$ cat src/design/rrs_pkg.sv
// Purpose: Shared constants and types for the rate reconfiguration sequencer
// Assumes: One 20 MHz clock; device-side helper logic answers each op
// Notes: Op codes and register offsets live here only
package rrs_pkg;
  localparam int unsigned CLK_PERIOD_NS = 50;
  localparam int unsigned WAIT_TIMEOUT_NS = 10000000;
  localparam int unsigned WAIT_CYCLES = WAIT_TIMEOUT_NS / CLK_PERIOD_NS;
  localparam int unsigned SYNC_W = 5;
  // Software register byte offsets
  localparam logic [7:0] ADDR_CTRL = 8'h00;
  localparam logic [7:0] ADDR_PKT_EXPECT = 8'h04;
  localparam logic [7:0] ADDR_STATUS = 8'h08;
  localparam int unsigned CTRL_START_BIT = 0;
  localparam int unsigned CTRL_MODE_LSB = 1;
  localparam int unsigned CTRL_BRACKET_BIT = 8;
  localparam int unsigned STAT_BUSY_BIT = 0;
  localparam int unsigned STAT_PASS_BIT = 1;
  localparam int unsigned STAT_FAIL_BIT = 2;
  localparam int unsigned STAT_STATE_LSB = 3;
  localparam int unsigned STAT_MODE_LSB = 8;
  localparam int unsigned STAT_WORD_LSB = 16;
  localparam logic [15:0] PKT_EXPECT_RST = 16'h0046;
  localparam logic CTRL_BRACKET_RST = 1'b1;
  // Device status word values
  localparam logic [3:0] READY_PLAIN = 4'h7;
  localparam logic [3:0] READY_STAMP = 4'hF;
  localparam logic [3:0] READY_CORE = 4'h1;
  localparam int unsigned RX_STAMP_BIT = 4;
  // Ops toward the transceiver
  localparam logic [19:0] ATTR_SERDES_EN = 20'h00001;
  localparam logic [19:0] ATTR_LOOPBACK = 20'h00008;
  localparam logic [19:0] ATTR_PHASE_ADJ = 20'h0000E;
  localparam logic [19:0] REG_EMIB_RESET = 20'h400E2;
  localparam logic [7:0] ARG_OFF = 8'h00;
  localparam logic [7:0] ARG_ON = 8'h01;
  localparam logic [7:0] ARG_RATE_10G = 8'h0A;
  localparam logic [7:0] ARG_RATE_25G = 8'h19;
  typedef enum logic [2:0] {
    OP_ATTR = 3'h0, OP_ANALOG_RST = 3'h1, OP_TX_RATIO = 3'h2,
    OP_RX_RATIO = 3'h3, OP_REG_REWRITE = 3'h4, OP_REF_SELECT = 3'h5,
    OP_PMA_CLK_SEL = 3'h6, OP_PMA_REG = 3'h7
  } rrs_op_t;
  typedef enum logic [3:0] {
    M_ETH10 = 4'h0, M_ETH25 = 4'h1, M_ETH25_FEC = 4'h2,
    M_ETH25_STAMP = 4'h3, M_CPRI24 = 4'h4, M_CPRI10 = 4'h5,
    M_CPRI9P8 = 4'h6, M_CPRI4P9 = 4'h7, M_CPRI2P4 = 4'h8
  } rrs_mode_t;
  localparam rrs_mode_t MODE_RST = M_ETH25_FEC;
  localparam logic [3:0] MODE_LAST = 4'h8;
  localparam logic [7:0] REF_156 = 8'h00;
  localparam logic [7:0] REF_184 = 8'h01;
  localparam logic [7:0] REF_153 = 8'h02;
endpackage : rrs_pkg

$ cat src/design/rrs_sync.sv
// Purpose: Two-flop synchroniser for the device status word
// Assumes: Bits are slow levels; no multi-bit coherence needed
// Notes: First stage is read only by the second
`timescale 1ns/1ps
`default_nettype none
module rrs_sync (
  input wire logic clock,
  input wire logic rst_b,
  input wire logic [rrs_pkg::SYNC_W-1:0] din,
  output logic [rrs_pkg::SYNC_W-1:0] dout
);
  import rrs_pkg::*;
  logic [SYNC_W-1:0] meta_q;
  always_ff @(posedge clock or negedge rst_b) begin
    if (!rst_b) begin
      meta_q <= '0;
      dout <= '0;
    end else begin
      meta_q <= din;
      dout <= meta_q;
    end
  end
endmodule : rrs_sync
`default_nettype wire

$ cat src/design/rrs_timer.sv
// Purpose: Wait guard counter that flags when a wait runs too long
// Assumes: restart pulses on every state entry
// Notes: Saturates at the limit so the flag stays up
`timescale 1ns/1ps
`default_nettype none
module rrs_timer #(
  parameter int unsigned LIMIT = rrs_pkg::WAIT_CYCLES
) (
  input wire logic clock,
  input wire logic rst_b,
  input wire logic restart,
  output logic expired
);
  import rrs_pkg::*;
  logic [31:0] count_q;
  always_ff @(posedge clock or negedge rst_b) begin
    if (!rst_b) begin
      count_q <= 32'h0;
    end else if (restart) begin
      count_q <= 32'h0;
    end else if (count_q < 32'(LIMIT)) begin
      count_q <= count_q + 32'h1;
    end
  end
  assign expired = (count_q >= 32'(LIMIT));
endmodule : rrs_timer
`default_nettype wire

$ cat src/design/rrs_sequencer.sv
// Purpose: Steps an Ethernet/CPRI serial port from one mode to another
// Assumes: op_ack and packet counters come from logic on this clock
// Notes: status_word is a pin group and is synchronised first
// Function
// - Assert both soft resets before disabling the SERDES.
// - Disable and re-enable the SERDES with attribute code 0x0001.
// - Analog reset after SERDES disable and after reference switch.
// - Reprogram transmit bit/refclk ratio on 10G/25G change.
// - Reprogram receive ratio right after the transmit ratio.
// - Rewrite Ethernet, FEC and transceiver registers after ratio or reset.
// - Adjust recovered clock phase with code 0x000E before re-enable.
// - Enable SERDES loopback with code 0x0008 after re-enable.
// - Release both soft resets after loopback; Ethernet modes then wait for ready.
// - Non-stamping Ethernet modes wait for status word 0x7.
// - Clear stats, run generator, stop once all packets sent.
// - Ethernet modes pass only after the checker saw the expected packets; CPRI passes right after release.
// - 25G with and without FEC skip the ratio changes.
// - CPRI flow waits for status 0x1 before loopback.
// - Stamping modes wait for status word 0xF.
// - Keep sending packets until receive stamping bit 4 sets.
// - To 184.32 MHz: controller clock alternate, switch, back to primary.
// - Back to 156 MHz uses the same bracketing.
// - Controller clock bracketing may be turned off for simulation.
// - Low CPRI rates pulse EMIB reset via 0x400E2 before enable.
//
// The register offsets and the plain strobed port were decided locally.
`timescale 1ns/1ps
`default_nettype none
module rrs_sequencer #(
  parameter int unsigned WAIT_LIMIT = rrs_pkg::WAIT_CYCLES
) (
  input wire logic clock,
  input wire logic rst_b,
  input wire logic [7:0] addr,
  input wire logic [31:0] wr_data,
  input wire logic wr_strobe,
  input wire logic rd_strobe,
  output logic [31:0] rd_data_q,
  output logic tx_soft_reset_n_q,
  output logic rx_soft_reset_n_q,
  output logic op_req_q,
  output rrs_pkg::rrs_op_t op_kind_q,
  output logic [19:0] op_code_q,
  output logic [7:0] op_arg_q,
  input wire logic op_ack,
  input wire logic [rrs_pkg::SYNC_W-1:0] status_word,
  output logic stat_clear_q,
  output logic gen_enable_q,
  input wire logic [15:0] tx_pkt_count,
  input wire logic [15:0] rx_pkt_count
);
  import rrs_pkg::*;

  typedef enum logic [4:0] {
    S_IDLE = 5'b00000, S_ASSERT_RST = 5'b00001, S_SER_OFF = 5'b00011,
    S_CLK_ALT = 5'b00010, S_REF_SW = 5'b00110, S_CLK_PRI = 5'b00111,
    S_ANA_RST = 5'b00101, S_TX_RATIO = 5'b00100, S_RX_RATIO = 5'b01100,
    S_REG_WR = 5'b01101, S_PHASE = 5'b01111, S_EMIB_ON = 5'b01110,
    S_EMIB_OFF = 5'b01010, S_SER_ON = 5'b01011, S_WAIT_CORE = 5'b01001,
    S_LOOPBACK = 5'b01000, S_RELEASE = 5'b11000, S_WAIT_READY = 5'b11001,
    S_TRAIN = 5'b11011, S_CLR_STATS = 5'b11010, S_GEN_RUN = 5'b11110,
    S_GEN_STOP = 5'b11111, S_CHECK = 5'b11101, S_PASS = 5'b11100,
    S_FAIL = 5'b10100
  } rrs_state_t;

  function automatic logic [7:0] ref_of(input rrs_mode_t m);
    case (m)
      M_CPRI24, M_CPRI10: ref_of = REF_184;
      M_CPRI9P8, M_CPRI4P9, M_CPRI2P4: ref_of = REF_153;
      default: ref_of = REF_156;
    endcase
  endfunction : ref_of

  function automatic logic is_cpri(input rrs_mode_t m);
    is_cpri = (m >= M_CPRI24);
  endfunction : is_cpri

  // Ratio only differs between the 10G and 25G Ethernet families
  function automatic logic [7:0] rate_of(input rrs_mode_t m);
    rate_of = (m == M_ETH10) ? ARG_RATE_10G : ARG_RATE_25G;
  endfunction : rate_of

  rrs_state_t state_q;
  rrs_state_t last_state_q;
  rrs_mode_t cur_mode_q;
  rrs_mode_t tgt_mode_q;
  logic bracket_q;
  logic [15:0] pkt_expect_q;
  logic pass_q;
  logic fail_q;
  logic [SYNC_W-1:0] status_s;
  logic expired;
  logic ratio_chg;
  logic ref_chg;
  logic stamp_mode;
  logic start_ok;
  logic settled;
  logic timed_out;

  rrs_sync u_sync (
    .clock(clock),
    .rst_b(rst_b),
    .din(status_word),
    .dout(status_s)
  );

  rrs_timer #(.LIMIT(WAIT_LIMIT)) u_timer (
    .clock(clock),
    .rst_b(rst_b),
    .restart(state_q != last_state_q),
    .expired(expired)
  );

  assign ratio_chg = !is_cpri(cur_mode_q) && !is_cpri(tgt_mode_q) &&
                     (rate_of(cur_mode_q) != rate_of(tgt_mode_q));
  assign ref_chg = (ref_of(cur_mode_q) != ref_of(tgt_mode_q));
  assign stamp_mode = (tgt_mode_q == M_ETH25_STAMP);
  // Not busy only once the verdict flag is up, so mode and flags agree
  assign settled = (state_q == S_IDLE) || pass_q || fail_q;
  assign start_ok = wr_strobe && (addr == ADDR_CTRL) &&
                    wr_data[CTRL_START_BIT] &&
                    (wr_data[CTRL_MODE_LSB +: 4] <= MODE_LAST) && settled;
  // A state's first cycle still sees the count left by the one before
  assign timed_out = expired && (state_q == last_state_q) &&
                     !(state_q inside {S_IDLE, S_PASS, S_FAIL});

  // Software registers
  always_ff @(posedge clock or negedge rst_b) begin
    if (!rst_b) begin
      tgt_mode_q <= MODE_RST;
      bracket_q <= CTRL_BRACKET_RST;
      pkt_expect_q <= PKT_EXPECT_RST;
    end else if (wr_strobe) begin
      if (addr == ADDR_CTRL && state_q inside {S_IDLE, S_PASS, S_FAIL}) begin
        bracket_q <= wr_data[CTRL_BRACKET_BIT];
        if (wr_data[CTRL_MODE_LSB +: 4] <= MODE_LAST) begin
          tgt_mode_q <= rrs_mode_t'(wr_data[CTRL_MODE_LSB +: 4]);
        end
      end
      if (addr == ADDR_PKT_EXPECT) begin
        pkt_expect_q <= wr_data[15:0];
      end
    end
  end

  always_ff @(posedge clock or negedge rst_b) begin
    if (!rst_b) begin
      rd_data_q <= 32'h0;
    end else if (rd_strobe) begin
      case (addr)
        ADDR_CTRL: rd_data_q <= {23'h0, bracket_q, 3'h0, tgt_mode_q, 1'b0};
        ADDR_PKT_EXPECT: rd_data_q <= {16'h0, pkt_expect_q};
        ADDR_STATUS: rd_data_q <= {11'h0, status_s, 4'h0, cur_mode_q,
                                   state_q, fail_q, pass_q, !settled};
        default: rd_data_q <= 32'h0;
      endcase
    end else begin
      rd_data_q <= 32'h0;
    end
  end

  // Sequence and op handshake; an op state issues once, advances on ack
  always_ff @(posedge clock or negedge rst_b) begin
    if (!rst_b) begin
      state_q <= S_IDLE;
      last_state_q <= S_IDLE;
      op_req_q <= 1'b0;
      op_kind_q <= OP_ATTR;
      op_code_q <= 20'h0;
      op_arg_q <= ARG_OFF;
    end else begin
      last_state_q <= state_q;
      if (start_ok) begin
        state_q <= S_ASSERT_RST;
      end else if (timed_out) begin
        state_q <= S_FAIL;
        op_req_q <= 1'b0;
      end else if (op_req_q) begin
        if (op_ack) begin
          op_req_q <= 1'b0;
          case (state_q)
            S_SER_OFF: state_q <= !ref_chg ? S_ANA_RST :
                                  bracket_q ? S_CLK_ALT : S_REF_SW;
            S_CLK_ALT: state_q <= S_REF_SW;
            S_REF_SW: state_q <= bracket_q ? S_CLK_PRI : S_ANA_RST;
            S_CLK_PRI: state_q <= S_ANA_RST;
            S_ANA_RST: state_q <= ratio_chg ? S_TX_RATIO : S_REG_WR;
            S_TX_RATIO: state_q <= S_RX_RATIO;
            S_RX_RATIO: state_q <= S_REG_WR;
            S_REG_WR: state_q <= S_PHASE;
            S_PHASE: state_q <= (tgt_mode_q >= M_CPRI9P8) ? S_EMIB_ON :
                                S_SER_ON;
            S_EMIB_ON: state_q <= S_EMIB_OFF;
            S_EMIB_OFF: state_q <= S_SER_ON;
            S_SER_ON: state_q <= is_cpri(tgt_mode_q) ? S_WAIT_CORE :
                                 S_LOOPBACK;
            S_LOOPBACK: state_q <= S_RELEASE;
            default: state_q <= S_FAIL;
          endcase
        end
      end else begin
        case (state_q)
          S_IDLE, S_PASS, S_FAIL: state_q <= state_q;
          S_ASSERT_RST: state_q <= S_SER_OFF;
          S_SER_OFF, S_SER_ON: begin
            op_req_q <= 1'b1;
            op_kind_q <= OP_ATTR;
            op_code_q <= ATTR_SERDES_EN;
            op_arg_q <= (state_q == S_SER_ON) ? ARG_ON : ARG_OFF;
          end
          S_CLK_ALT, S_CLK_PRI: begin
            op_req_q <= 1'b1;
            op_kind_q <= OP_PMA_CLK_SEL;
            op_code_q <= 20'h0;
            op_arg_q <= (state_q == S_CLK_ALT) ? ARG_ON : ARG_OFF;
          end
          S_REF_SW: begin
            op_req_q <= 1'b1;
            op_kind_q <= OP_REF_SELECT;
            op_code_q <= 20'h0;
            op_arg_q <= ref_of(tgt_mode_q);
          end
          S_ANA_RST, S_REG_WR: begin
            op_req_q <= 1'b1;
            op_kind_q <= (state_q == S_ANA_RST) ? OP_ANALOG_RST :
                         OP_REG_REWRITE;
            op_code_q <= 20'h0;
            op_arg_q <= {4'h0, tgt_mode_q};
          end
          S_TX_RATIO, S_RX_RATIO: begin
            op_req_q <= 1'b1;
            op_kind_q <= (state_q == S_TX_RATIO) ? OP_TX_RATIO :
                         OP_RX_RATIO;
            op_code_q <= 20'h0;
            op_arg_q <= rate_of(tgt_mode_q);
          end
          S_PHASE, S_LOOPBACK: begin
            op_req_q <= 1'b1;
            op_kind_q <= OP_ATTR;
            op_code_q <= (state_q == S_PHASE) ? ATTR_PHASE_ADJ :
                         ATTR_LOOPBACK;
            op_arg_q <= ARG_ON;
          end
          S_EMIB_ON, S_EMIB_OFF: begin
            op_req_q <= 1'b1;
            op_kind_q <= OP_PMA_REG;
            op_code_q <= REG_EMIB_RESET;
            op_arg_q <= (state_q == S_EMIB_ON) ? ARG_ON : ARG_OFF;
          end
          S_WAIT_CORE: if (status_s[3:0] == READY_CORE) begin
            state_q <= S_LOOPBACK;
          end
          S_RELEASE: state_q <= is_cpri(tgt_mode_q) ? S_PASS : S_WAIT_READY;
          S_WAIT_READY: begin
            if (stamp_mode && status_s[3:0] == READY_STAMP) begin
              state_q <= S_TRAIN;
            end else if (!stamp_mode && status_s[3:0] == READY_PLAIN) begin
              state_q <= S_CLR_STATS;
            end
          end
          S_TRAIN: if (status_s[RX_STAMP_BIT]) begin
            state_q <= S_CLR_STATS;
          end
          S_CLR_STATS: state_q <= S_GEN_RUN;
          // Counts seen while the clear is still out are stale
          S_GEN_RUN: if (!stat_clear_q && tx_pkt_count >= pkt_expect_q) begin
            state_q <= S_GEN_STOP;
          end
          S_GEN_STOP: state_q <= S_CHECK;
          S_CHECK: if (rx_pkt_count >= pkt_expect_q) begin
            state_q <= S_PASS;
          end
          default: state_q <= S_FAIL;
        endcase
      end
    end
  end

  // Mode only moves on success, so a failed step can be retried as-is
  always_ff @(posedge clock or negedge rst_b) begin
    if (!rst_b) begin
      cur_mode_q <= MODE_RST;
      pass_q <= 1'b0;
      fail_q <= 1'b0;
    end else if (start_ok) begin
      pass_q <= 1'b0;
      fail_q <= 1'b0;
    end else if (state_q == S_PASS && last_state_q != S_PASS) begin
      cur_mode_q <= tgt_mode_q;
      pass_q <= 1'b1;
    end else if (state_q == S_FAIL) begin
      fail_q <= 1'b1;
    end
  end

  // Port held in reset from power-up until the first step reaches S_RELEASE
  always_ff @(posedge clock or negedge rst_b) begin
    if (!rst_b) begin
      tx_soft_reset_n_q <= 1'b0;
      rx_soft_reset_n_q <= 1'b0;
    end else if (state_q == S_ASSERT_RST) begin
      tx_soft_reset_n_q <= 1'b0;
      rx_soft_reset_n_q <= 1'b0;
    end else if (state_q == S_RELEASE) begin
      tx_soft_reset_n_q <= 1'b1;
      rx_soft_reset_n_q <= 1'b1;
    end
  end

  always_ff @(posedge clock or negedge rst_b) begin
    if (!rst_b) begin
      gen_enable_q <= 1'b0;
      stat_clear_q <= 1'b0;
    end else begin
      stat_clear_q <= (state_q == S_CLR_STATS);
      gen_enable_q <= (state_q == S_TRAIN || state_q == S_GEN_RUN);
    end
  end
endmodule : rrs_sequencer
`default_nettype wire

$ cat config.mk
export PLATFORM = sky130hd
export DESIGN_NAME = rrs_sequencer
export DESIGN_NICKNAME = d
export VERILOG_FILES = /design/src/design/rrs_pkg.sv /design/src/design/rrs_sync.sv /design/src/design/rrs_timer.sv /design/src/design/rrs_sequencer.sv
export SDC_FILE = /design/constraint.sdc
export NUM_CORES = 1
export LEC_CHECK = 0
export BUFFER_PORTS_ARGS = -buffer_cell sky130_fd_sc_hd__buf_2
export CAP_MARGIN = 20
export CORE_MARGIN = 2
export CORE_UTILIZATION = 55
export CTS_CLUSTER_DIAMETER = 60
export CTS_CLUSTER_SIZE = 25
export DETAILED_ROUTE_END_ITERATION = 8
export PLACE_DENSITY = 0.89
export SETUP_SLACK_MARGIN = 0.4
export SLEW_MARGIN = 10
export SYNTH_ARGS = -nofsm -noshare
export SYNTH_HDL_FRONTEND = slang
export SYNTH_HIERARCHICAL = 1
export SYNTH_SLANG_ARGS = --single-unit
export TNS_END_PERCENT = 5
$ cat constraint.sdc
create_clock -name clock -period 3.23 [get_ports clock]
set_input_delay 0.4845 -clock clock [delete_from_list [all_inputs] [get_ports clock]]
set_output_delay 0.4845 -clock clock [all_outputs]
set_load 0.05 [all_outputs]
# == After elaboration in Yosys (flattened, before gate mapping) ==
# Index checks and enable logic that the tools add are counted.
# Widths: inputs -> output; s select.
# totals
reg_bits,146
latchBits,0
mem_bits_rw,0
rom_bits,0
in_bits,82
elab_cells,188
mem_count,0
# classes
add_sub_neg,1
n_mul,0
div,0
n_lt_le_gt_ge,8
eq_ne,53
n_shift,0
n_mux,47
n_bitwise,3
n_reduce_logical,57
# ops
cell,n
$pmux 20 s4,1
$pmux 5 s13,1
$mux 32,2
$pmux 21 s3,1
$mux 5,12
$pmux 8 s7,1
$pmux 5 s10,1
$eq 5x5->1 const B,9
$eq 5x4->1 const B,8
$eq 4x3->1 const B,9
$add 32x1->32 const B,1
$ge 16x16->1,2
$ge 32x18->1 const B,1
$lt 32x18->1 const B,1
$mux 21,1
$eq 5x3->1 const B,4
$ne 5x5->1 const B,4
$mux 3,6
$pmux 3 s6,1
$mux 1,16
$reduce_or 16->1,1
$reduce_or 2->1,8
$logic_and 1x1->1,13
$reduce_or 13->1,1
38 further kinds,64

# == Longest topological paths before layout ==
# Gate-level depths: netlist of the first run.
# depth
ltp_word,10
ltp_mapped,11

# == Cells and area by module ==
# Netlist of the first run, hierarchy kept.
# by_module_without_submodules
mod,instances,cells_each,area_each_um2,seq_area_each_um2
rrs_sequencer,1,522,4964.8,1884.3
rrs_timer,1,154,1550.2,800.8
rrs_sync,1,10,250.2,250.2

# == Worst setup path before layout of the first run ==
# Ideal clock, no wire load.
# synth_timing
path_type,input -> register
start,in tx_pkt_count[15]
end,reg state_q[2]
setup_time_ps,125
arrival_time_ps,2235
t_required_ps,3105
slack_ps,870
stages,8
n_path_buf,0
cell_sequence,ha_1 -> nand4_1 -> or3_1 -> a221oi_1 -> or4_1 -> o211ai_2 -> a21oi_4 -> mux2_4
# synth_via
elab_chain_cells,4
# synth_rtl
element,line_no,text
from (decl),rrs_sequencer.sv:49,"input wire logic [15:0] tx_pkt_count,"
$ge 16x16->1,rrs_sequencer.sv:266,S_GEN_RUN: if (!stat_clear_q && tx_pkt_count >= pkt_expect_q) begin
$logic_and 1x1->1,rrs_sequencer.sv:266,
$ne 5x5->1 (no line),--,
$reduce_and 7->1 (no line),--,
to (signal assigned),rrs_sequencer.sv:195,S_SER_ON: state_q <= is_cpri(tgt_mode_q) ? S_WAIT_CORE :
to (signal assigned),rrs_sequencer.sv:203,"S_IDLE, S_PASS, S_FAIL: state_q <= state_q;"
to (signal assigned),rrs_sequencer.sv:253,S_RELEASE: state_q <= is_cpri(tgt_mode_q) ? S_PASS : S_WAIT_READY;
to (decl),rrs_sequencer.sv:83,rrs_state_t state_q;
# No other way between the ends.
# A chain may end at the register's enable or synchronous reset.

# == Worst setup path after layout of the first run ==
# layout_timing
start,reg u_timer.count_q[15]
end,reg op_arg_q[4]
# layout_via
elab_chain_cells,5
# layout_rtl
element,line_no,text
from (decl),rrs_timer.sv:15,logic [31:0] count_q;
from (signal assigned),rrs_timer.sv:22,count_q <= count_q + 32'h1;
$ge 32x18->1,rrs_timer.sv:25,assign expired = (count_q >= 32'(LIMIT));
via expired,rrs_sequencer.sv:92,logic expired;
$logic_and 1x1->1 (2 in a row),rrs_sequencer.sv:124,assign timed_out = expired && (state_q == last_state_q) &&
$not 1->1 (no line),--,
$reduce_and 4->1 (no line),--,
to (signal assigned),rrs_sequencer.sv:209,op_arg_q <= (state_q == S_SER_ON) ? ARG_ON : ARG_OFF;
to (signal assigned),rrs_sequencer.sv:215,op_arg_q <= (state_q == S_CLK_ALT) ? ARG_ON : ARG_OFF;
to (signal assigned),rrs_sequencer.sv:221,op_arg_q <= ref_of(tgt_mode_q);
to (decl),rrs_sequencer.sv:44,"output logic [7:0] op_arg_q,"
# The timed path passes the listed nets, and every way through them passes these cells.

==> flow_metrics.env, run 1 <==
export IMPL_clk_pin_slew_ns=0.06
export IMPL_synth_compound_area_share_pct=15.3
export IMPL_synth_top_flop_cell="dfrtp_1"
export IMPL_hold_path_class="input pin to async pin"
export IMPL_synth_area_leaders="dfrtp_1, ha_1, mux2_2"
export IMPL_synth_xor_area_share_pct=1.17
export IMPL_worst_pin_slew_ns=0.679
export IMPL_vdd_drop_max_v=0.000588
export IMPL_area_growth_syn_to_layout_pct=16.7
export IMPL_end_kind="register"
export IMPL_run_status="completed"
export IMPL_synth_simple_area_share_pct=19.6
export IMPL_layout_drive_gt1_share_pct=26.1
export IMPL_synth_common_cells="dfrtp_1, nor2_1, nand2_1"
export IMPL_synth_fa_ha_area_share_pct=6.29
export IMPL_rsz0062_at_grt="true"
export IMPL_path_max_fanout=26
export IMPL_syn_area_mm2=0.00677
export IMPL_cts_hold_buf=0
export IMPL_die_h_um=115
export IMPL_grt_antenna_before_repair=0
export IMPL_tritoncts="built"
export IMPL_setup_viol=0
export IMPL_grt_pass1_vias=5518
export IMPL_grt_usage_pct=26.3
export IMPL_syn_avg_cell_area_um2=9.86
export IMPL_yosysWarnings=6
export IMPL_netlist_instances=686
export IMPL_dp_hpwl_um=11400
export IMPL_slew_violations=0
export IMPL_top_usage_layer="met2"
export IMPL_path_class="register to register"
export IMPL_synth_top_area_share_pct=41.1
export IMPL_p_leak_nw=3.77
export IMPL_fin_skew_ns=0.00808
export IMPL_startpoint_type="register"
export IMPL_gp_congestion=0.943
export IMPL_drt_first_pass_iters=7
export IMPL_synth_top_cell_by_area="dfrtp_1"
export IMPL_worstSkewPairLatency_ns=0.42
export IMPL_period_share_pct=85.5
export IMPL_clkPwrFrac_pct=37.9
export IMPL_cts_buffer_depth=2
export IMPL_slew_headroom_pct=54.6
export IMPL_htreeDepth=4
export IMPL_cts_made_buffers=17
export IMPL_use_met1_pct=31.5
export IMPL_port_buffers=107
export IMPL_finalSetupTns_ns=0
export IMPL_synth_area_mux_share_pct=5.73
export IMPL_die_area_mm2=0.0132
export IMPL_p_sw_share_pct=35.9
export IMPL_wirelength_um=16500
export IMPL_n_antenna_cell=0
export IMPL_row_count=40
export IMPL_cp_data_arrival_time_ns=3.07
export IMPL_grt_max_degree=67
export IMPL_synth_top_family_by_area="simple AND/OR/NAND/NOR gates"
export IMPL_p_total_mw=5.34
export IMPL_core_area_mm2=0.0120
export IMPL_drc_errors=0
export IMPL_power_frac_comb_pct=29.4
export IMPL_post_drt_wl_per_cell_um=17.5
export IMPL_drt_iter0_markers=603
export IMPL_timing_final_crit_period_ns=2.76
export IMPL_root_buffer="clkbuf_16"
export IMPL_grt_use_met3_pct=7.80
export IMPL_die_x_um=115
export IMPL_ys_types=77
export IMPL_hold_violations=0
export IMPL_p_seq_share_pct=32.7
export IMPL_start_util_pct=56.3
export IMPL_nNetsFinal=896
export IMPL_use_met2_pct=44.7
export IMPL_switchingPower_mw=1.91
export IMPL_ys_async_sr_fraction_pct=100
export IMPL_vias=5649
export IMPL_avgViaCountPerCell=6.01
export IMPL_grt_overflow=0
export IMPL_clock_sinks=117
export IMPL_yosysMostFrequentCell="dfrtp_1"
export IMPL_fmax_mhz=362
export IMPL_maxCapViolations=0
export IMPL_antenna_left=0
export IMPL_synth_edf_count=0
export IMPL_powerDensity_mw_per_mm2=676
export IMPL_io_pins=150
export IMPL_p_int_mw=3.42
export IMPL_ys_seq_area_share_pct=43.4
export IMPL_ys_ff_latch=117
export IMPL_required_ns=3.54
export IMPL_grt_pass1_wl_um=27000
-- placed cells by master (no fill, tap or decap), types with 17 or more instances in the layout --
master / n
conb_1: 26
o21ai_0: 26
nor2b_1: 25
buf_2: 106
a21oi_1: 39
nand3_1: 18
clkbuf_16: 17
inv_1: 34
nor2_1: 48
mux2_2: 26
o31ai_1: 17
dfrtp_1: 111
ha_1: 34
nand2_1: 47
-- metrics by stage --
step / area (um2) / setup slack, ns / cells / util (%) / hold slack [ns]
after floorplan: 6860 / 0.870 / 711 / - / 0.189
after global placement: 7240 / 0.438 / 906 / 60.3 / 0.331
after detailed placement: 7240 / 0.423 / 906 / 60.3 / 0.335
after CTS: 7870 / 0.494 / 938 / 65.6 / 0.114
after global routing: 7900 / 0.311 / 940 / 65.7 / 0.147
final: 7900 / 0.467 / 940 / 65.7 / 0.0993
-- per-layer routing --
metal / part of all wire (%) / vias up
li1: - / 2605
met1: 39 / 2706
met2: 50 / 271
met3: 7.6 / 67
met4: 3.1 / 0
met5: 0 / -
-- area by class of cell --
| type | instances | area, um2 |
|---|---|---|
| fillers | 934 | 4120 |
| well taps | 147 | 184 |
| inverters | 34 | 128 |
| multi-input cells | 489 | 3360 |
| flip-flops and latches | 117 | 2940 |
| clock buffers | 24 | 492 |
| clock inverters | 8 | 145 |
| repair buffers | 121 | 656 |
-- path summary, 6_finish.rpt --
kind                                     start                to  slack (ns)  cells after the start
max                        u_timer/count_q[15]       op_arg_q[4]        0.47                      7
min                                      rst_b      rd_data_q[8]         0.1                      1
max reg2reg                u_timer/count_q[15]       op_arg_q[4]        0.47                      7
min reg2reg                   u_sync/meta_q[3]    u_sync/dout[3]        0.35                      0
max in group asynchronous                rst_b         bracket_q        2.35                      2
min in group clock              status_word[4]  u_sync/meta_q[4]        0.17                      1
-- worst max-delay path, cell delays in order (launching register included) --
cell,delay [ns]
dfrtp_1,0.42
or4_4,0.55
o211ai_1,0.37
nand2_1,0.16
nor4b_4,0.19
nor3_4,0.32
nand2_4,0.23
o41ai_2,0.40
-- sequential cells by signal, summed over array words and instances, names as in the netlist --
name / flops
cur_mode_q: 4
bracket_q: 1
state_q: 5
op_kind_q: 3
tgt_mode_q: 4
stat_clear_q: 1
pass_q: 1
op_arg_q: 5
last_state_q: 5
rd_data_q: 21
u_sync/meta_q: 5
rx_soft_reset_n_q: 1
gen_enable_q: 1
u_timer/count_q: 32
u_sync/dout: 5
fail_q: 1
op_req_q: 1
op_code_q: 5
pkt_expect_q: 16
-- power groups by stage --
stage	sequential [mW]	clock, mW	combinational, mW
6_report	1.75	2.02	1.57
3_3_place_gp	1.76	0	1.50
3_5_place_dp	1.77	0	1.54
5_1_grt	1.77	2.12	1.71
2_1_floorplan	1.88	0	1.11
4_1_cts	1.74	2.04	1.56
-- timing repair --
item | 4_1_cts | 5_1_grt
endpoints found under the hold margin | 0 | 0
setup endpoints to repair | 0 | 4
resized for setup | 0 | 1
setup buffers | 0 | 2
-- kinds of logic after synthesis --
logic type | after synthesis
xor gates and xnor gates | 9
muxes | 34
other | 1
and+or+nand+nor | 236
adders and majority gates | 34
DFF | 117
buffers and inverters | 105
AOI/OAI and AO/OA | 150
(Power assumes the default switching activity.)
==> run 2, diff against run 1 <==
--- a/config.mk
+++ b/config.mk
@@ -6,7 +6,7 @@
 export NUM_CORES = 1
 export LEC_CHECK = 0
 export BUFFER_PORTS_ARGS = -buffer_cell sky130_fd_sc_hd__buf_2
-export CAP_MARGIN = 20
+export CORE_ASPECT_RATIO = 0.5
 export CORE_MARGIN = 2
 export CORE_UTILIZATION = 55
 export CTS_CLUSTER_DIAMETER = 60
==> run 2 against run 1 <==
  * Clock skew rose by 0.0048 ns
  * Power rose by 1.7%
  * Fmax rose by 1.9%
  * Largest cell class unchanged
  * Count of clock-buffer cells in the layout fell by 7
  * Global-route usage rose by 0.73 points
==> flow_metrics.env, run 2 (synthesized netlist as in run 1, its figures left out) <==
export IMPL_run_status="completed"
export IMPL_nNetsFinal=899
export IMPL_fin_skew_ns=0.0129
export IMPL_grt_usage_pct=27.1
export IMPL_hold_slack_ns=0.116
export IMPL_layout_drive_gt1_share_pct=27.0
export IMPL_drt_first_pass_iters=5
export IMPL_grt_max_degree=53
export IMPL_reg2reg_depth=9
export IMPL_grt_overflow=0
export IMPL_r2r_end="state_q[2]"
export IMPL_drt_iter0_markers=540
export IMPL_vdd_drop_max_v=0.000483
export IMPL_setup_viol=0
export IMPL_grt_pass1_vias=5480
export IMPL_path_max_fanout=4
export IMPL_slew_violations=0
export IMPL_post_drt_wl_per_cell_um=18.2
export IMPL_tritoncts="built"
export IMPL_reg_top3="u_timer/count_q x32, rd_data_q x21, pkt_expect_q x16"
export IMPL_post_route_util_pct=66.8
export IMPL_port_buffers=107
export IMPL_p_leak_nw=3.78
export IMPL_cpPeakStageDelay_ns=0.42
export IMPL_final_area_mm2=0.00795
export IMPL_die_area_mm2=0.0133
export IMPL_reg2reg_from="pkt_expect_q[15]"
export IMPL_path_cells="inv_1 -> ha_1 -> nand4_1 -> or3_1 -> a221oi_1 -> or4_1 -> o211ai_2 -> a21oi_4 -> mux2_4"
export IMPL_wirelength_um=17500
export IMPL_cts_made_buffers=17
export IMPL_grt_antenna_before_repair=0
export IMPL_end_kind="register"
export IMPL_timing_final_crit_period_ns=2.71
export IMPL_die_h_um=82.4
export IMPL_die_x_um=161
export IMPL_n_antenna_cell=0
export IMPL_area_growth_syn_to_layout_pct=17.6
export IMPL_start_util_pct=56.8
export IMPL_period_share_pct=83.9
export IMPL_largest_reg_flops=32
export IMPL_crit_start="pkt_expect_q[15]"
export IMPL_p_sw_share_pct=37.7
export IMPL_rsz0062_at_grt="true"
export IMPL_io_pins=150
export IMPL_hold_violations=0
export IMPL_power_frac_comb_pct=29.5
export IMPL_clkPwrFrac_pct=37.8
export IMPL_cp_data_arrival_time_ns=3.00
export IMPL_worstSkewPairLatency_ns=0.41
export IMPL_root_buffer="clkbuf_16"
export IMPL_worst_pin_slew_ns=0.711
export IMPL_path_class="register to register"
export IMPL_crit_path_top_delay_cell="or3_1"
export IMPL_hold_path_class="input pin to async pin"
export IMPL_startpoint_type="register"
export IMPL_p_int_mw=3.38
export IMPL_regMostFlops="u_timer/count_q"
export IMPL_mostFrequentLayoutCells="dfrtp_1, buf_2, nor2_1"
export IMPL_required_ns=3.52
export IMPL_core_area_mm2=0.0119
export IMPL_cts_buffer_depth=2
export IMPL_avgViaCountPerCell=5.91
export IMPL_powerDensity_mw_per_mm2=682
export IMPL_finalWorstSetupSlack_ns=0.520
export IMPL_r2r_setup_slack_ns=0.52
export IMPL_p_seq_share_pct=32.6
export IMPL_layout_commonest_cell="dfrtp_1"
export IMPL_clk_pin_slew_ns=0.06
export IMPL_crit_path_end="state_q[2]"
export IMPL_switchingPower_mw=2.05
export IMPL_gp_congestion=0.907
export IMPL_drc_errors=0
export IMPL_htreeDepth=4
export IMPL_grt_pass1_wl_um=27800
export IMPL_place_area_mm2=0.00727
export IMPL_vias=5676
export IMPL_fmax_mhz=369
export IMPL_dp_hpwl_um=12000
export IMPL_maxCapViolations=0
export IMPL_finalSetupTns_ns=0
export IMPL_clock_sinks=117
export IMPL_row_count=28
export IMPL_p_total_mw=5.43
export IMPL_antenna_left=0
export IMPL_stdcell_count=961
export IMPL_placed_cells=926
export IMPL_slew_headroom_pct=52.6
export IMPL_preCtsSetupSlack_ns=0.424
-- run 2: metal layers --
layer | GRT usage, % | share of wire, %
met1 | 34.8 | 42
met2 | 45.0 | 47
met3 | 6.69 | 8.7
met4 | 11.1 | 2.1
met5 | 0 | 0
-- run 2: worst max-delay path, delay by kind of cell, from the launching register on --
kind	cells	cell delay [ns]
buffers and inverters	1	0.08
AND/OR/NAND/NOR	3	0.76
AO/OA/AOI/OAI	3	0.72
flip-flops	1	0.37
adder cells (fa/ha/maj)	1	0.31
multiplexers	1	0.33
-- run 2: timing repair --
item | CTS | global route
setup buffers | 0 | 2
hold buffers | 0 | 0
setup endpoints to repair | 0 | 4
resized for setup | 0 | 3
-- run 2: how the worst min path moves through the flow --
stage	start	end	slack (ns)	cells past startpoint
6_report	rst_b	u_timer/count_q[6]	0.12	1
5_1_grt	rst_b	u_timer/count_q[7]	0.16	1
4_1_cts	rst_b	u_timer/count_q[6]	0.14	1
3_5_place_dp	u_sync/meta_q[1]	u_sync/dout[1]	0.34	0
3_3_place_gp	u_sync/meta_q[2]	u_sync/dout[2]	0.33	0
2_1_floorplan	rst_b	cur_mode_q[0]	0.19	0
-- run 2: area by class of cell --
class | instances | area (um2)
timing repair buffer | 123 | 671
multi-input combinational | 490 | 3370
clock buffer | 17 | 425
inverter | 34 | 128
sequential | 117 | 2940
clock inverter | 15 | 218
fill | 870 | 3960
tap | 165 | 206
-- run 2: power by group through the flow --
stage / Combinational (mW) / Clock, mW / Sequential, mW
after floorplan: 1.11 / 0 / 1.88
after detailed placement: 1.55 / 0 / 1.79
after global placement: 1.50 / 0 / 1.78
after global routing: 1.74 / 2.15 / 1.79
final: 1.60 / 2.05 / 1.77
after CTS: 1.58 / 2.07 / 1.76
==> run 3, diff against run 2 <==
--- a/config.mk
+++ b/config.mk
@@ -8,11 +8,11 @@
 export BUFFER_PORTS_ARGS = -buffer_cell sky130_fd_sc_hd__buf_2
 export CORE_ASPECT_RATIO = 0.5
 export CORE_MARGIN = 2
-export CORE_UTILIZATION = 55
+export CORE_UTILIZATION = 50
 export CTS_CLUSTER_DIAMETER = 60
 export CTS_CLUSTER_SIZE = 25
 export DETAILED_ROUTE_END_ITERATION = 8
-export PLACE_DENSITY = 0.89
+export PLACE_DENSITY = 0.85
 export SETUP_SLACK_MARGIN = 0.4
 export SLEW_MARGIN = 10
 export SYNTH_ARGS = -nofsm -noshare
==> constraint.sdc (replaced) <==
create_clock -name clock -period 2.3 [get_ports clock]
set_input_delay 0.345 -clock clock [delete_from_list [all_inputs] [get_ports clock]]
set_output_delay 0.345 -clock clock [all_outputs]
set_load 0.05 [all_outputs]
==> run 3 against run 2 <==
  * The flow now finishes with violations (negative setup slack)
  * Sequential power grew 40%
  * First-iteration DRC count increased by 35%
  * Critical endpoint is now op_arg_q[4]
  * Largest power group is now combinational logic
  * Count of clock-buffer cells in the layout up 7
==> flow_metrics.env, run 3 (synthesized netlist as in run 1, its figures left out) <==
export IMPL_p_seq_share_pct=31.0
export IMPL_worstSkewPairLatency_ns=0.42
export IMPL_row_count=29
export IMPL_final_area_mm2=0.00895
export IMPL_path_class="register to register"
export IMPL_fmax_mhz=401
export IMPL_root_buffer="clkbuf_16"
export IMPL_mostFrequentLayoutCells="dfrtp_1, buf_2, buf_4"
export IMPL_reg2reg_from="u_timer/count_q[13]"
export IMPL_core_area_mm2=0.0129
export IMPL_grt_max_degree=71
export IMPL_end_kind="register"
export IMPL_setup_viol=18
export IMPL_maxCapViolations=0
export IMPL_post_drt_wl_per_cell_um=19.8
export IMPL_startpoint_type="register"
export IMPL_dp_hpwl_um=13700
export IMPL_clock_sinks=117
export IMPL_r2r_end="op_arg_q[4]"
export IMPL_grt_overflow=0
export IMPL_clkPwrFrac_pct=32.5
export IMPL_place_area_mm2=0.00789
export IMPL_fin_skew_ns=0.0112
export IMPL_preCtsSetupSlack_ns=-0.306
export IMPL_io_pins=150
export IMPL_placed_cells=1011
export IMPL_drc_errors=0
export IMPL_power_frac_comb_pct=36.5
export IMPL_hold_slack_ns=0.0380
export IMPL_cp_data_arrival_time_ns=2.80
export IMPL_p_sw_share_pct=38.1
export IMPL_drt_iter0_markers=730
export IMPL_die_h_um=86.3
export IMPL_finalSetupTns_ns=-2.62
export IMPL_vdd_drop_max_v=0.000635
export IMPL_period_share_pct=108
export IMPL_grt_pass1_vias=6337
export IMPL_switchingPower_mw=3.04
export IMPL_reg2reg_depth=7
export IMPL_cts_buffer_depth=2
export IMPL_layout_drive_gt1_share_pct=40.0
export IMPL_timing_final_crit_period_ns=2.50
export IMPL_finalWorstSetupSlack_ns=-0.195
export IMPL_nNetsFinal=984
export IMPL_avgViaCountPerCell=6.03
export IMPL_wirelength_um=20800
export IMPL_grt_antenna_before_repair=0
export IMPL_layout_commonest_cell="dfrtp_1"
export IMPL_antenna_left=0
export IMPL_grt_usage_pct=28.7
export IMPL_crit_start="u_timer/count_q[13]"
export IMPL_r2r_setup_slack_ns=-0.20
export IMPL_path_max_fanout=6
export IMPL_run_status="complete, but fails checks"
export IMPL_cts_made_buffers=17
export IMPL_vias=6338
export IMPL_worst_pin_slew_ns=0.554
export IMPL_drt_first_pass_iters=8
export IMPL_p_int_mw=4.93
export IMPL_hold_violations=0
export IMPL_port_buffers=107
export IMPL_powerDensity_mw_per_mm2=890
export IMPL_die_x_um=169
export IMPL_hold_path_class="input pin to register"
export IMPL_required_ns=2.61
export IMPL_slew_headroom_pct=62.1
export IMPL_stdcell_count=1051
export IMPL_largest_reg_flops=32
export IMPL_clk_pin_slew_ns=0.06
export IMPL_p_leak_nw=4.30
export IMPL_tritoncts="built"
export IMPL_htreeDepth=4
export IMPL_reg_top3="u_timer/count_q x32, rd_data_q x21, pkt_expect_q x16"
export IMPL_gp_congestion=0.949
export IMPL_rsz0062_at_grt="true"
export IMPL_start_util_pct=52.4
export IMPL_die_area_mm2=0.0145
export IMPL_n_antenna_cell=0
export IMPL_slew_violations=0
export IMPL_regMostFlops="u_timer/count_q"
export IMPL_violations="negative setup slack"
export IMPL_grt_pass1_wl_um=32400
export IMPL_area_growth_syn_to_layout_pct=32.3
export IMPL_crit_path_end="op_arg_q[4]"
## run 3: changes by cell type in the layout (fill, tap and decap cells not counted), sizes merged
| cell | previous run | this run |
|---|---|---|
| nand2 | 49 | 48 |
| clkinv | 2 | 5 |
| dlygate4sd3 | 0 | 1 |
| bufinv | 4 | 2 |
| clkinvlp | 3 | 1 |
| inv | 40 | 34 |
| buf | 123 | 208 |
| clkbuf | 17 | 24 |
## run 3: metal layers
| layer | GRT usage, % | vias to the layer above | part of all wire, % |
|---|---|---|---|
| met5 | 0 | - | 0 |
| met4 | 14.5 | 0 | 4.3 |
| met3 | 4.89 | 95 | 8.2 |
| met2 | 49.8 | 397 | 48 |
| met1 | 35.4 | 3072 | 39 |
| li1 | - | 2774 | - |
## run 3: worst min-delay path by stage
stage | cells past startpoint | slack [ns] | endpoint | startpoint
detailed placement | 1 | 0.24 | rd_data_q[14] | rst_b
global route | 1 | 0.04 | u_sync/meta_q[0] | status_word[0]
finish | 1 | 0.04 | u_sync/meta_q[4] | status_word[4]
floorplan | 0 | 0.05 | cur_mode_q[0] | rst_b
global placement | 1 | 0.24 | rd_data_q[14] | rst_b
CTS | 1 | 0.03 | u_sync/meta_q[4] | status_word[4]
## run 3: metrics by stage
step | total power, mW | utilization, %
after floorplan | 4.19 | -
after global placement | 4.83 | 61.1
after detailed placement | 4.96 | 61.1
after CTS | 7.75 | 68.2
after global routing | 8.26 | 69.3
final | 7.97 | 69.3
## run 3: worst max-delay path, stage by stage (launching register included)
cell      delay (ns)
dfrtp_1         0.38
or4_4           0.54
o211ai_1        0.30
nand2_1         0.12
nor4b_4         0.18
nor3_4          0.34
nand2_4         0.17
o41ai_2         0.35
## run 3: area by class of cell
type,count,area [um2]
Clock buffer,24,472
Multi-Input combinational cell,489,3740
Sequential cell,117,2940
Fill cell,857,3970
Tap cell,170,213
Timing Repair Buffer,209,1360
Inverter,34,128
Clock inverter,8,100
## run 3: power groups by stage
stage / sequential (mW) / combinational, mW / clock [mW]
after floorplan: 2.63 / 1.55 / 0
after global placement: 2.45 / 2.38 / 0
after detailed placement: 2.47 / 2.49 / 0
after CTS: 2.45 / 2.71 / 2.59
after global routing: 2.49 / 3.08 / 2.69
final: 2.47 / 2.91 / 2.59
## run 3: timing repair
| item | CTS | global route |
|---|---|---|
| gates resized for setup | 57 | 32 |
| setup endpoints to repair | 42 | 43 |
| hold buffers | 1 | 0 |
| gates cloned | 0 | 0 |
| pin swaps | 42 | 36 |
| buffers inserted | 5 | 2 |
| hold endpoints to repair | 13 | 0 |
